--- config.mk ---
export PLATFORM = sky130hd
export DESIGN_NAME = video_chroma_luma_output_path
export DESIGN_NICKNAME = d
export VERILOG_FILES = /design/src/hw/video_out_pkg.sv /design/src/hw/video_chroma_luma_output_path.sv
export VERILOG_INCLUDE_DIRS = /design/src /design/src/hw
export SDC_FILE = /design/constraint.sdc
export NUM_CORES = 2
export LEC_CHECK = 0
export ABC_CLOCK_PERIOD_IN_PS = 21000
export BUFFER_PORTS_ARGS = -buffer_cell sky130_fd_sc_hd__buf_2
export CAP_MARGIN = 20
export CORE_MARGIN = 5
export CORE_UTILIZATION = 41
export CTS_CLUSTER_SIZE = 12
export DETAILED_ROUTE_END_ITERATION = 7
export SETUP_SLACK_MARGIN = 0.05
export SLEW_MARGIN = 10
export SYNTH_ARGS = -nofsm -noshare
export SYNTH_HDL_FRONTEND = slang
export SYNTH_SLANG_ARGS = --single-unit
--- constraint.sdc ---
create_clock -name pclk -period 21 [get_ports pclk]
set_clock_uncertainty 0.1 [all_clocks]
set_input_delay 4.2 -clock pclk [delete_from_list [all_inputs] [get_ports pclk]]
set_output_delay 4.2 -clock pclk [all_outputs]
set_load 0.02 [all_outputs]
--- src/hw/video_out_defines.svh ---
`ifndef VIDEO_OUT_DEFINES_SVH
`define VIDEO_OUT_DEFINES_SVH

// ==========================================================
// Register indices (byte address is four times the index)
`define IDX_CTRL    8'h0A
`define IDX_PED     8'h0B
`define IDX_CCORE   8'h0C
`define IDX_CFLINE  8'h0D
`define IDX_CFPIX   8'h0E
`define IDX_BANK0   8'h17
`define IDX_BANK1   8'h27
`define BANK_LEN    8'h06
`define IDX_STATUS  8'h4C

// ==========================================================
// Field layout inside a bank and the control word
`define BOFF_UG     3'h0
`define BOFF_VG     3'h1
`define BOFF_YG     3'h2
`define BOFF_SG     3'h3
`define BOFF_HUE    3'h4
`define BOFF_YOFF   3'h5
`define CTRL_W      17

// ==========================================================
// Reset values and fixed levels
`define UGAIN_RST   11'h100
`define GAIN_RST    10'h100
`define LVL_240     12'h0F0
`define LVL_256     12'h100
`define CORE_T00    12'h010
`define CORE_T01    12'h00C
`define CORE_T10    12'h008
`define CORE_T11    12'h004

// ==========================================================
// Line numbers of the burst-blanking check
`define LINE_P5     10'h005
`define LINE_P6     10'h006
`define LINE_P309   10'h135
`define LINE_M7     10'h007
`define LINE_M258   10'h102
`define LINE_M259   10'h103

// ==========================================================
// Matrix weights and limiter bounds
`define G_KR        12'sh413
`define G_KB        12'sh18E
`define LIM_LO      16'sh0040
`define LIM_HI_N    16'sh03FF
`define LIM_HI_S    16'sh03AC
`define CLIM_N      16'sh01FF
`define CLIM_S      16'sh01C0

`endif

--- src/hw/video_out_pkg.sv ---
package video_out_pkg;

	// ==========================================================
	// Control word, bit 4 passes super blacks
	typedef struct packed {
		logic       ntsc;
		logic       pal_m;
		logic       rgb_out;
		logic [1:0] output_limit_sel;
		logic [1:0] coring_threshold_sel;
		logic [1:0] blank_level_select;
		logic       band_reject_en;
		logic       coring_out_width;
		logic       adaptive_coring_en;
		logic       superblack_pass;
		logic       chroma_coring_en;
		logic       gauss_filter2;
		logic       gauss_lpf_skip;
		logic       demod_skip;
	} ctrl_s;

	typedef struct packed {
		logic [10:0] u_gain;
		logic [9:0]  v_gain;
		logic [9:0]  luma_gain;
		logic [9:0]  sync_gain;
		logic [15:0] hue;
		logic [7:0]  yoff;
	} bank_s;

	typedef struct packed {
		logic [9:0]  luma;
		logic [9:0]  lpf_luma;
		logic [9:0]  ext_blank_level_in;
		logic [9:0]  u_demod;
		logic [9:0]  v_demod;
		logic [9:0]  cb_in;
		logic [9:0]  cr_in;
		logic        burst_gate;
		logic        hblank;
		logic        vblank;
		logic        vid_active;
		logic        line_start;
		logic        fld;
		logic        burst_present;
		logic [9:0]  line_num;
		logic [10:0] pixel_num;
		logic [7:0]  burst_err;
		logic [15:0] sc_phase;
	} video_in_s;

	typedef struct packed {
		logic [9:0] g_y;
		logic [9:0] b_u;
		logic [9:0] r_v;
	} video_out_s;

	typedef enum logic [1:0] {GRAB_IDLE, GRAB_RUN, GRAB_DONE} grab_e;

	typedef struct packed {
		ctrl_s       ctrl;
		logic [7:0]  ped;
		logic [9:0]  ccore_thr;
		logic [9:0]  cf_line;
		logic [10:0] cf_pix;
		bank_s [1:0] bank;
	} regs_s;

	typedef struct packed {
		logic        b_first;
		logic        fld_d;
		logic        frame_bit;
		logic        color_frame_bit;
		logic [7:0]  burst_cap;
		grab_e       grab;
		logic        lstore_we;
		logic        force_simple;
		logic [15:0] phase_offset;
		logic [31:0] prdata;
	} stat_s;

	typedef struct packed {
		logic [11:0]       blank;
		logic [11:0]       p1;
		logic [11:0]       s1;
		logic [11:0]       l2;
		logic [11:0]       cp;
		logic [11:0]       cpp;
		logic [11:0]       l3;
		logic [11:0]       n1;
		logic [11:0]       n2;
		logic [11:0]       l4;
		logic [4:0][11:0]  sd;
		logic [5:0]        hb;
		logic [4:0][9:0]   uh;
		logic [4:0][9:0]   vh;
		logic [9:0]        u2;
		logic [9:0]        v2;
		logic [9:0]        u3;
		logic [9:0]        v3;
		logic [9:0]        u4;
		logic [9:0]        v4;
		logic [13:0]       y5;
		logic [13:0]       u5;
		logic [13:0]       v5;
		video_out_s        vout;
	} pipe_s;

	typedef struct packed {
		regs_s regs;
		stat_s stat;
		pipe_s pipe;
	} st_s;

endpackage : video_out_pkg

--- src/hw/video_chroma_luma_output_path.sv ---
// The APB interface to the registers and the register offsets were decided locally.
`timescale 1ns/1ps
// Summary of operation
// - Frame bit low frames 0/2, high 1/3
// - 625-line PAL frame from bursts 5,6,309
// - PAL-M frame from bursts on 7,258,259
// - Colour-frame bit zero for NTSC, phase for PAL
// - Banked 16-bit hue offset during active video
// - Burst loop error latched each line, readable
// - Bypass bits skip demodulator and Gaussian filter
// - Chroma below coring threshold forced to zero
// - Line grab fills line store, forces simple
// - Clamp pulse samples selected blanking level
// - Negative remainder becomes sync, positive is luma
// - Pedestal subtracted, negatives clipped unless bit set
// - Neighbour difference compared with selected threshold
// - Coring output rounded, bypass truncated, 8/10 bits
// - Quarter-rate band-reject when enabled
// - U gain up to 2047/256 forms B-Y
// - V, luma, sync gains up to 1023/256
// - Sync gain only during blanking, else luma gain
// - G-Y weights for RGB, zero for colour difference
// - 8-bit offset on luma or RGB outputs
// - Limiter code clamps matrix outputs
// - Bank select picks gain, hue, offset set
`include "video_out_defines.svh"

module video_chroma_luma_output_path #(
	parameter int ADDR_W = 12
) (
	input  wire logic                   pclk,
	input  wire logic                   presetn,
	input  wire logic                   psel,
	input  wire logic                   penable,
	input  wire logic                   pwrite,
	input  wire logic [ADDR_W-1:0]      paddr,
	input  wire logic [31:0]            pwdata,
	output logic [31:0]                 prdata,
	output logic                        pready,
	output logic                        pslverr,
	input  wire video_out_pkg::video_in_s vin,
	input  wire logic                   bank_select,
	input  wire logic                   single_line_grab,
	input  wire logic                   pipe_clear,
	output video_out_pkg::video_out_s   vout,
	output logic [15:0]                 phase_offset,
	output logic                        frame_bit,
	output logic                        color_frame_bit,
	output logic                        first_line_store_we,
	output logic                        comb_force_simple
);
	import video_out_pkg::*;

	localparam bank_s BANK_RST = '{u_gain: `UGAIN_RST, v_gain: `GAIN_RST,
		luma_gain: `GAIN_RST, sync_gain: `GAIN_RST, hue: 16'h0000, yoff: 8'h00};

	st_s st;
	st_s next_st;

	// ==========================================================
	// Helpers
	function automatic logic [4:0] bank_dec(input logic [7:0] idx);
		logic [7:0] d0;
		logic [7:0] d1;
		d0 = idx - `IDX_BANK0;
		d1 = idx - `IDX_BANK1;
		if (d0 < `BANK_LEN) bank_dec = {2'b10, d0[2:0]};
		else if (d1 < `BANK_LEN) bank_dec = {2'b11, d1[2:0]};
		else bank_dec = 5'h00;
	endfunction : bank_dec

	function automatic logic [32:0] read_reg(input st_s s, input logic [7:0] idx);
		logic [4:0] bd;
		bank_s      b;
		bd = bank_dec(idx);
		b  = s.regs.bank[bd[3]];
		read_reg = {1'b1, 32'h0000_0000};
		case (idx)
			`IDX_CTRL:   read_reg[31:0] = {15'h0000, s.regs.ctrl};
			`IDX_PED:    read_reg[31:0] = {24'h00_0000, s.regs.ped};
			`IDX_CCORE:  read_reg[31:0] = {22'h00_0000, s.regs.ccore_thr};
			`IDX_CFLINE: read_reg[31:0] = {22'h00_0000, s.regs.cf_line};
			`IDX_CFPIX:  read_reg[31:0] = {21'h00_0000, s.regs.cf_pix};
			`IDX_STATUS: read_reg[31:0] = {21'h00_0000, s.stat.grab == GRAB_RUN,
				s.stat.color_frame_bit, s.stat.frame_bit, s.stat.burst_cap};
			default: begin
				if (!bd[4]) read_reg[32] = 1'b0;
				else case (bd[2:0])
					`BOFF_UG:  read_reg[31:0] = {21'h00_0000, b.u_gain};
					`BOFF_VG:  read_reg[31:0] = {22'h00_0000, b.v_gain};
					`BOFF_YG:  read_reg[31:0] = {22'h00_0000, b.luma_gain};
					`BOFF_SG:  read_reg[31:0] = {22'h00_0000, b.sync_gain};
					`BOFF_HUE: read_reg[31:0] = {16'h0000, b.hue};
					default:   read_reg[31:0] = {24'h00_0000, b.yoff};
				endcase
			end
		endcase
	endfunction : read_reg

	// Demodulation low-pass; taps are all positive so no ringing
	function automatic logic [9:0] gauss(input logic [4:0][9:0] h, input logic f2,
		input logic skip);
		logic signed [14:0] s;
		s = 15'($signed(h[1])) + 15'($signed(h[3]));
		if (f2) s = (s <<< 2) + 15'($signed(h[0])) + 15'($signed(h[4]))
			+ (15'($signed(h[2])) <<< 2) + (15'($signed(h[2])) <<< 1) + 15'sd8;
		else s = s + (15'($signed(h[2])) <<< 1) + 15'sd2;
		if (skip) gauss = h[2];
		else if (f2) gauss = s[13:4];
		else gauss = s[11:2];
	endfunction : gauss

	function automatic logic [9:0] chroma_core(input logic [9:0] c, input logic [9:0] thr,
		input logic en);
		logic [9:0] m;
		m = c[9] ? 10'(-c) : c;
		chroma_core = (en && m < thr) ? 10'h000 : c;
	endfunction : chroma_core

	function automatic logic [9:0] clip(input logic signed [15:0] x,
		input logic signed [15:0] lo, input logic signed [15:0] hi);
		if (x < lo) clip = lo[9:0];
		else if (x > hi) clip = hi[9:0];
		else clip = x[9:0];
	endfunction : clip

	// ==========================================================
	// Next-state logic
	always_comb begin
		logic [7:0]         idx;
		logic [4:0]         bd;
		logic [32:0]        rd;
		logic               ok;
		logic               pat;
		logic signed [11:0] d;
		logic signed [11:0] e0;
		logic signed [11:0] e1;
		logic signed [11:0] th;
		logic signed [13:0] sm;
		logic signed [12:0] nt;
		logic signed [22:0] py;
		logic signed [21:0] pu;
		logic signed [21:0] pv;
		logic signed [27:0] gt;
		logic signed [15:0] y;
		logic signed [15:0] u;
		logic signed [15:0] v;
		logic signed [15:0] off;
		logic signed [15:0] lo;
		logic signed [15:0] hi;
		logic signed [15:0] cl;
		logic [9:0]         sg;
		bank_s              bk;
		next_st = st;
		idx = paddr[9:2];
		bd  = bank_dec(idx);
		rd  = read_reg(st, idx);
		ok  = rd[32] && (paddr[ADDR_W-1:10] == '0);
		pat = 1'b0;
		bk  = st.regs.bank[bank_select];
		d = 12'sh000; e0 = 12'sh000; e1 = 12'sh000; th = 12'sh000;
		sm = 14'sh0000; nt = 13'sh0000; py = 23'sh00_0000;
		pu = 22'sh00_0000; pv = 22'sh00_0000; gt = 28'sh000_0000;
		y = 16'sh0000; u = 16'sh0000; v = 16'sh0000; off = 16'sh0000;
		lo = 16'sh0000; hi = 16'sh0000; cl = 16'sh0000; sg = 10'h000;

		// ==========================================================
		// Register bus
		if (psel && !penable) next_st.stat.prdata = rd[31:0];
		if (psel && penable && pwrite && ok) begin
			case (idx)
				`IDX_CTRL:   next_st.regs.ctrl = ctrl_s'(pwdata[`CTRL_W-1:0]);
				`IDX_PED:    next_st.regs.ped = pwdata[7:0];
				`IDX_CCORE:  next_st.regs.ccore_thr = pwdata[9:0];
				`IDX_CFLINE: next_st.regs.cf_line = pwdata[9:0];
				`IDX_CFPIX:  next_st.regs.cf_pix = pwdata[10:0];
				default: begin
					if (bd[4]) case (bd[2:0])
						`BOFF_UG:  next_st.regs.bank[bd[3]].u_gain = pwdata[10:0];
						`BOFF_VG:  next_st.regs.bank[bd[3]].v_gain = pwdata[9:0];
						`BOFF_YG:  next_st.regs.bank[bd[3]].luma_gain = pwdata[9:0];
						`BOFF_SG:  next_st.regs.bank[bd[3]].sync_gain = pwdata[9:0];
						`BOFF_HUE: next_st.regs.bank[bd[3]].hue = pwdata[15:0];
						default:   next_st.regs.bank[bd[3]].yoff = pwdata[7:0];
					endcase
				end
			endcase
		end

		// ==========================================================
		// Frame and colour-frame bits
		next_st.stat.fld_d = vin.fld;
		if (st.stat.fld_d && !vin.fld) next_st.stat.frame_bit = !st.stat.frame_bit;
		if (st.regs.ctrl.ntsc) begin
			next_st.stat.color_frame_bit = 1'b0;
			if (vin.line_num == 10'h000 && vin.pixel_num == st.regs.cf_pix)
				next_st.stat.frame_bit = vin.sc_phase[15];
		end else begin
			if (vin.line_num == st.regs.cf_line && vin.pixel_num == st.regs.cf_pix)
				next_st.stat.color_frame_bit = vin.sc_phase[15];
			// A matched pattern forces the bit, otherwise it flywheels
			if (vin.line_start && !st.regs.ctrl.pal_m) begin
				if (vin.line_num == (vin.fld ? `LINE_P6 : `LINE_P5))
					next_st.stat.b_first = vin.burst_present;
				if (vin.line_num == `LINE_P309) begin
					pat = vin.fld ? (st.stat.b_first != vin.burst_present)
						: (st.stat.b_first == vin.burst_present);
					if (pat) next_st.stat.frame_bit = vin.burst_present;
				end
			end else if (vin.line_start) begin
				if (vin.line_num == `LINE_M7) next_st.stat.b_first = vin.burst_present;
				if (vin.line_num == (vin.fld ? `LINE_M259 : `LINE_M258)) begin
					pat = vin.fld ? (st.stat.b_first == vin.burst_present)
						: (st.stat.b_first != vin.burst_present);
					if (pat) next_st.stat.frame_bit = st.stat.b_first;
				end
			end
		end

		// Hue offset only inside active video, so burst locking is untouched
		next_st.stat.phase_offset = vin.vid_active ? bk.hue : 16'h0000;
		if (vin.line_start) next_st.stat.burst_cap = vin.burst_err;

		// ==========================================================
		// Single line grab
		next_st.stat.force_simple = single_line_grab;
		unique case (st.stat.grab)
			GRAB_IDLE: if (single_line_grab && vin.line_start) begin
				next_st.stat.grab = GRAB_RUN;
				next_st.stat.lstore_we = 1'b1;
			end
			GRAB_RUN: if (vin.line_start) begin
				next_st.stat.grab = GRAB_DONE;
				next_st.stat.lstore_we = 1'b0;
			end
			GRAB_DONE: if (!single_line_grab) next_st.stat.grab = GRAB_IDLE;
			default: begin
				next_st.stat.grab = GRAB_IDLE;
				next_st.stat.lstore_we = 1'b0;
			end
		endcase

		// ==========================================================
		// Luma: clamp, pedestal, adaptive coring, band reject
		if (vin.burst_gate) unique case (st.regs.ctrl.blank_level_select)
			2'b00: next_st.pipe.blank = `LVL_240;
			2'b01: next_st.pipe.blank = `LVL_256;
			2'b10: next_st.pipe.blank = {2'b00, vin.ext_blank_level_in};
			2'b11: next_st.pipe.blank = {2'b00, vin.lpf_luma};
		endcase
		d = $signed({2'b00, vin.luma}) - $signed(st.pipe.blank);
		next_st.pipe.p1 = d[11] ? 12'h000 : d;
		next_st.pipe.s1 = d[11] ? d : 12'h000;
		d = $signed(st.pipe.p1) - $signed({4'h0, st.regs.ped});
		next_st.pipe.l2 = (d[11] && !st.regs.ctrl.superblack_pass) ? 12'h000 : d;
		next_st.pipe.cp  = st.pipe.l2;
		next_st.pipe.cpp = st.pipe.cp;
		unique case (st.regs.ctrl.coring_threshold_sel)
			2'b00: th = `CORE_T00;
			2'b01: th = `CORE_T01;
			2'b10: th = `CORE_T10;
			2'b11: th = `CORE_T11;
		endcase
		e0 = $signed(st.pipe.l2) - $signed(st.pipe.cp);
		e1 = $signed(st.pipe.cp) - $signed(st.pipe.cpp);
		if (e0 < 0) e0 = -e0;
		if (e1 < 0) e1 = -e1;
		sm = 14'($signed(st.pipe.l2)) + (14'($signed(st.pipe.cp)) <<< 1)
			+ 14'($signed(st.pipe.cpp));
		sm = (sm + (st.regs.ctrl.coring_out_width ? 14'sd8 : 14'sd2)) >>> 2;
		if (!st.regs.ctrl.adaptive_coring_en || e0 >= th || e1 >= th)
			next_st.pipe.l3 = st.regs.ctrl.coring_out_width
				? {st.pipe.cp[11:2], 2'b00} : st.pipe.cp;
		else
			next_st.pipe.l3 = st.regs.ctrl.coring_out_width ? {sm[11:2], 2'b00} : sm[11:0];
		next_st.pipe.n1 = st.pipe.l3;
		next_st.pipe.n2 = st.pipe.n1;
		nt = 13'($signed(st.pipe.l3)) + 13'($signed(st.pipe.n2));
		next_st.pipe.l4 = st.regs.ctrl.band_reject_en ? nt[12:1] : st.pipe.n1;
		next_st.pipe.sd = {st.pipe.sd[3:0], st.pipe.s1};
		next_st.pipe.hb = {st.pipe.hb[4:0], vin.hblank | vin.vblank};

		// ==========================================================
		// Chroma: source select, low-pass, coring, delay
		next_st.pipe.uh = {st.pipe.uh[3:0], st.regs.ctrl.demod_skip ? vin.cb_in : vin.u_demod};
		next_st.pipe.vh = {st.pipe.vh[3:0], st.regs.ctrl.demod_skip ? vin.cr_in : vin.v_demod};
		next_st.pipe.u2 = gauss(st.pipe.uh, st.regs.ctrl.gauss_filter2, st.regs.ctrl.gauss_lpf_skip);
		next_st.pipe.v2 = gauss(st.pipe.vh, st.regs.ctrl.gauss_filter2, st.regs.ctrl.gauss_lpf_skip);
		next_st.pipe.u3 = chroma_core(st.pipe.u2, st.regs.ccore_thr, st.regs.ctrl.chroma_coring_en);
		next_st.pipe.v3 = chroma_core(st.pipe.v2, st.regs.ccore_thr, st.regs.ctrl.chroma_coring_en);
		next_st.pipe.u4 = st.pipe.u3;
		next_st.pipe.v4 = st.pipe.v3;

		// ==========================================================
		// Matrix gains
		sg = st.pipe.hb[5] ? bk.sync_gain : bk.luma_gain;
		py = 23'($signed(st.pipe.l4) * $signed({1'b0, bk.luma_gain}))
			+ 23'($signed(st.pipe.sd[4]) * $signed({1'b0, sg}));
		pu = $signed(st.pipe.u4) * $signed({1'b0, bk.u_gain});
		pv = $signed(st.pipe.v4) * $signed({1'b0, bk.v_gain});
		next_st.pipe.y5 = py[21:8];
		next_st.pipe.u5 = pu[21:8];
		next_st.pipe.v5 = pv[21:8];

		// Output stage: G-Y weights, offset, limiter
		y   = 16'($signed(st.pipe.y5));
		u   = 16'($signed(st.pipe.u5));
		v   = 16'($signed(st.pipe.v5));
		off = $signed({8'h00, bk.yoff});
		lo  = st.regs.ctrl.output_limit_sel[1] ? `LIM_LO : 16'sh0000;
		hi  = st.regs.ctrl.output_limit_sel[1] ? `LIM_HI_S : `LIM_HI_N;
		cl  = st.regs.ctrl.output_limit_sel[1] ? `CLIM_S : `CLIM_N;
		if (st.regs.ctrl.rgb_out) begin
			gt = `G_KR * v + `G_KB * u;
			next_st.pipe.vout.g_y = clip(y - 16'(gt >>> 11) + off, lo, hi);
			next_st.pipe.vout.b_u = clip(y + u + off, lo, hi);
			next_st.pipe.vout.r_v = clip(y + v + off, lo, hi);
		end else begin
			next_st.pipe.vout.g_y = clip(y + off, lo, hi);
			next_st.pipe.vout.b_u = st.regs.ctrl.output_limit_sel[0]
				? clip(u, -cl, cl) : clip(u, lo, hi);
			next_st.pipe.vout.r_v = st.regs.ctrl.output_limit_sel[0]
				? clip(v, -cl, cl) : clip(v, lo, hi);
		end
		if (pipe_clear) next_st.pipe = '0;
	end

	always_ff @(posedge pclk or negedge presetn) begin
		if (!presetn) begin
			st <= '0;
			st.regs.bank[0] <= BANK_RST;
			st.regs.bank[1] <= BANK_RST;
		end else begin
			st <= next_st;
		end
	end

	assign prdata              = st.stat.prdata;
	assign pready              = 1'b1;
	// Unmapped accesses are ignored rather than errored
	assign pslverr             = 1'b0;
	assign vout                = st.pipe.vout;
	assign phase_offset        = st.stat.phase_offset;
	assign frame_bit           = st.stat.frame_bit;
	assign color_frame_bit     = st.stat.color_frame_bit;
	assign first_line_store_we = st.stat.lstore_we;
	assign comb_force_simple   = st.stat.force_simple;
endmodule : video_chroma_luma_output_path

-- Word level (Yosys, flattened, before mapping)
Cells that the tools add are included.
- add/sub/neg operators: 40
- multipliers: 6
- order comparisons: 27
- eq/ne operators: 30
- muxes and demuxes: 103
- bitwise operators: 4
- reduce and logical (&&, ||, !) cells: 43
- operators by type and width (operator ; count):
    $bwmux W130 ; 6
    $pmux W130 S5 ; 1
    $mux W418 ; 1
    $demux W65 S1 ; 6
    $mux W65 ; 5
    $mux W10 ; 29
    $pmux W32 S6 ; 1
    $pmux W12 S4 ; 2
    $mux W12 ; 7
    $pmux W16 S5 ; 1
    $mux W54 ; 1
    $gt A16 B11 Y1 ; 3
    $lt A16 B8 Y1 ; 3
    $mul A12 B11 Y22 ; 2
    $mux W44 ; 1
    $add A14 B12 Y14 ; 3
    $eq A8 B4 Y1 const B ; 5
    $mux W34 ; 1
    $add A15 B9 Y16 ; 2
    $lt A14 B16 Y1 ; 2
    $mux W32 ; 1
    $add A14 B14 Y15 ; 2
    $mux W30 ; 1
    $add A13 B10 Y14 ; 2
    other kinds (81) ; 165
- bits in registers: 668
- bits of input ports: 174
- output and inout bits: 84
- word-level logic and storage cells: 331

-- Longest topological paths before layout
- depth after elaboration: 10
- mapped depth: 44

-- Worst setup path before layout
No wires, ideal clock.
- path type: input port to flip-flop
- start: input bank_select
- end: register st[71] (netlist name)
- library setup time: 0.132 ns
- arrival: 11.261 ns
- required time: 20.768 ns
- setup slack: 9.507 ns
- cell stages on the path: 28
- buffers on the path: 4
- cells stage by stage: buf_2 -> buf_1 -> buf_1 -> mux2i_1 -> a21oi_1 -> clkbuf_1 -> nand2_1 -> fa_1 -> inv_1 -> fa_1 -> inv_1 -> fa_1 -> inv_1 -> fa_1 -> inv_1 -> fa_1 -> inv_1 -> fa_1 -> fa_1 -> ha_1 -> nand3_1 -> nor3b_1 -> o311ai_0 -> a31o_2 -> o21ai_0 -> o41ai_1 -> xnor2_1 -> nor2_1
- RTL lines (element ; RTL line ; source):
    start: declaration ; video_chroma_luma_output_path.sv:42 ; input wire logic bank_select,
    end signal: assignment ; video_chroma_luma_output_path.sv:334 ; st <= next_st;
    end: declaration ; video_chroma_luma_output_path.sv:57 ; st_s st;

==> impl_metrics.csv <==
group,metric,value,unit
critical_path,cp_num_cells,28,
floorplanning,die_y,398.4,um
drt,first_iter_violations,3033,
power_and_ir_drop,p_switching,0.8749,mW
layout,final_cells,8514,
layout,layout-drive-gt1-share,0.09360,
critical_path,cp_top_family,"adder cells",
power_and_ir_drop,p_per_area,47.94,nW/um2
logic_synthesis,yosysUniqueCellTypes,107,
power_and_ir_drop,seq_power_share,0.407,
global_routing,grt_usage,0.2098,
logic_synthesis,yosysWarnings,0,
power_and_ir_drop,leakagePower,34.95,nW
drt,drt_pass1_iterations,7,
clocking,cts_resized,0,
drt,drc,0,
layout,nets,7869,
layout,fill_cells,14440,
critical_path,max_stage_delay,0.71,ns
critical_path,r2r-end,"vout[20]$_DFF_PN0_",
critical_path,end_kind,"register",
power_and_ir_drop,swShare,0.2714,
sta,min_period,11.89,ns
sta,setup_viol,0,
critical_path,start_kind,"input pin",
clocking,clock_sinks,649,
critical_path,path_class,"input pin to register",
critical_path,rrSetupSlack,9.44,ns
clocking,h-tree-depth,3,
hold_path,min_to,"st[236]$_DFF_PN0_",
global_routing,grt_pass1_vias,45700,
global_routing,grt_pass1_wl,261.3,mm
logic_synthesis,synth_area,61840,um2
logic_synthesis,ys_async_sr_fraction,1.000,
global_routing,grt_max_degree,186,
place,dpl.cell_count,8356,
drt,avgViaCountPerCell,5.234,
logic_synthesis,seq_area_frac_synth,0.2628,
sta,maxSlewHeadroom,0.2551,
sta,post-route-period-util,0.5663,
place,port_buffers,208,
clocking,cts.clk_slew.worst_paths,0.06,ns
logic_synthesis,yosysMostFrequentCell,"inv_1",
drt,antenna_left,0,
status,status,"completed",
floorplanning,rows,142,
clocking,clockBufferDepth,3,
floorplanning,pin_count,258,
global_routing,overflow,0,
layout,syn_to_final_growth,8.741,%
hold_path,min_from,"st[235]$_DFF_PN0_",
critical_path,cp_max_fo,52,
logic_synthesis,synthFlopType,"dfrtp_1",
clocking,clk_latency,0.68,ns
logic_synthesis,avgSynthCellArea,9.708,um2
logic_synthesis,yosys.area.top_type_share,0.2594,
clocking,root_buffer,"clkbuf_16",
floorplanning,start_util,0.4124,
floorplanning,dieArea,158700,um2
critical_path,worst_path_most_repeated_cell,"fa_1",
floorplanning,die_w,398.4,um
drt,post_drt_wl_per_cell,19.40,um
power_and_ir_drop,p_comb_frac,0.139,
sta,drv_slew,0,
place,routabilityCongestion,0.9030,
floorplanning,core_area,150000,um2
sta,hold_viol_final,0,
place,post-dp-hpwl,131.6,mm
critical_path,slowest_stage,"buf_4",
sta,rsz0062_at_grt,"false",
critical_path,worst_ep_arrival_time,12.30,ns
clocking,cts_buffers,79,
critical_path,r2r_start,"st[49]$_DFF_PN0_",
power_and_ir_drop,ir_drop,50.65,uV
logic_synthesis,synth_common_cells,"inv_1 (978), ha_1 (710), dfrtp_1 (641)",
critical_path,ff2ff_path_depth,39,
logic_synthesis,synthTopCellsByArea,"dfrtp_1 (26%), fa_1 (18%), ha_1 (14%), inv_1 (5.9%), nor2b_1 (2.9%)",
clocking,postCtsHoldBufs,0,
logic_synthesis,synth_edf_count,0,
logic_synthesis,syn_inst,6370,
job,cap_violations,0,
logic_synthesis,synth-seq-cells,649,
critical_path,critPathRequiredTime,21.40,ns
critical_path,cp_num_buf_inv,7,
drt,vias,44560,
layout,fin_util,0.4484,
power_and_ir_drop,p_clk_frac,0.454,
global_routing,antenna_found_initial,25,
sta,max_clock_freq,84.09,MHz
clocking,tritoncts,"yes",
logic_synthesis,synth.largest_area_cell,"dfrtp_1",
hold_path,min_path_type,"register to register",
drt,wl,165.2,mm
hold_path,hold_depth,1,
power_and_ir_drop,intPower,2.349,mW
sta,worst_slew_pin_slew,1.116,ns
clocking,post_cts_buffers,0,
sta,tns,0,ns
-- power groups by stage --
| stage | clock network (mW) | registers [mW] | logic, mW |
|---|---|---|---|
| final | 1.46 | 1.31 | 0.448 |
| after global routing | 1.55 | 1.31 | 0.503 |
| after CTS | 1.50 | 1.31 | 0.449 |
| after detailed placement | 0 | 1.33 | 0.446 |
| after global placement | 0 | 1.33 | 0.438 |
| after floorplan | 0 | 1.32 | 0.328 |
-- placed cells by master, fill, tap and decap left out, drive strengths merged, types with 51 or more instances in the layout --
master	count
inv	983
nor2b	283
a211oi	51
clkbuf	113
fa	562
a21o	78
nand2	456
nor3	80
and2	207
mux2	141
o21ai	207
buf	246
xor2	93
xnor2	177
nor2	319
mux2i	79
dfrtp	641
a22o	80
a21oi	234
nand3	73
ha	710
-- how the worst max path moves through the flow --
| stage | startpoint | end | slack (ns) |
|---|---|---|---|
| final | bank_select | st[71]$_DFF_PN0_ | 9.11 |
| after global placement | bank_select | st[71]$_DFF_PN0_ | 8.45 |
| after global routing | bank_select | st[71]$_DFF_PN0_ | 8.68 |
| after floorplan | bank_select | st[71]$_DFF_PN0_ | 9.51 |
| after detailed placement | bank_select | st[71]$_DFF_PN0_ | 8.38 |
| after CTS | bank_select | st[71]$_DFF_PN0_ | 9.09 |
-- kinds of logic (layout without fill, tap and decap cells) --
kind of cell | after synthesis | after routing | share of synthesized area
DFF | 649 | 649 | 0.2628
muxes | 220 | 220 | 0.03901
and+or+nand+nor | 1675 | 1675 | 0.1379
buffers and inverters | 1269 | 1369 | 0.08318
adders and majority gates | 1272 | 1272 | 0.3256
other | 2 | 30 | 0.0001214
AOI/OAI and AO/OA | 1012 | 1012 | 0.1128
xor gates and xnor gates | 271 | 271 | 0.03861
-- metal layers --
layer  GRT usage  routed length [um]  share of wire
met3     0.04406               12450          0.075
met1      0.2925               74480           0.45
met5           0                  26        0.00016
met4     0.06104                4756          0.029
met2      0.3305               73490           0.44
-- layout make-up --
cell class | count | area, um2 | share of cell area
Clock buffer | 113 | 2337 | 0.03476
Clock inverter | 30 | 496.7 | 0.007387
Tap cell | 2016 | 2522 | 0.03751
Antenna cell | 13 | 32.53 | 0.0004838
Timing Repair Buffer | 246 | 1391 | 0.02069
Sequential cell | 649 | 16250 | 0.2417
Multi-Input combinational cell | 4467 | 40530 | 0.6028
Inverter | 980 | 3679 | 0.05470
-- through the flow --
stage               cell area (um2)  hold WS [ns]  power, mW  setup slack [ns]
finish                        67240        0.3541      3.223             9.108
global route                  67210        0.3589      3.373             8.676
CTS                           67180        0.3516      3.264             9.094
detailed placement            64340        0.3497      1.781             8.384
global placement              64340        0.3413      1.773             8.446
floorplan                     61890        0.3385      1.648             9.507
Note: power is estimated with default switching activity, not from simulation.
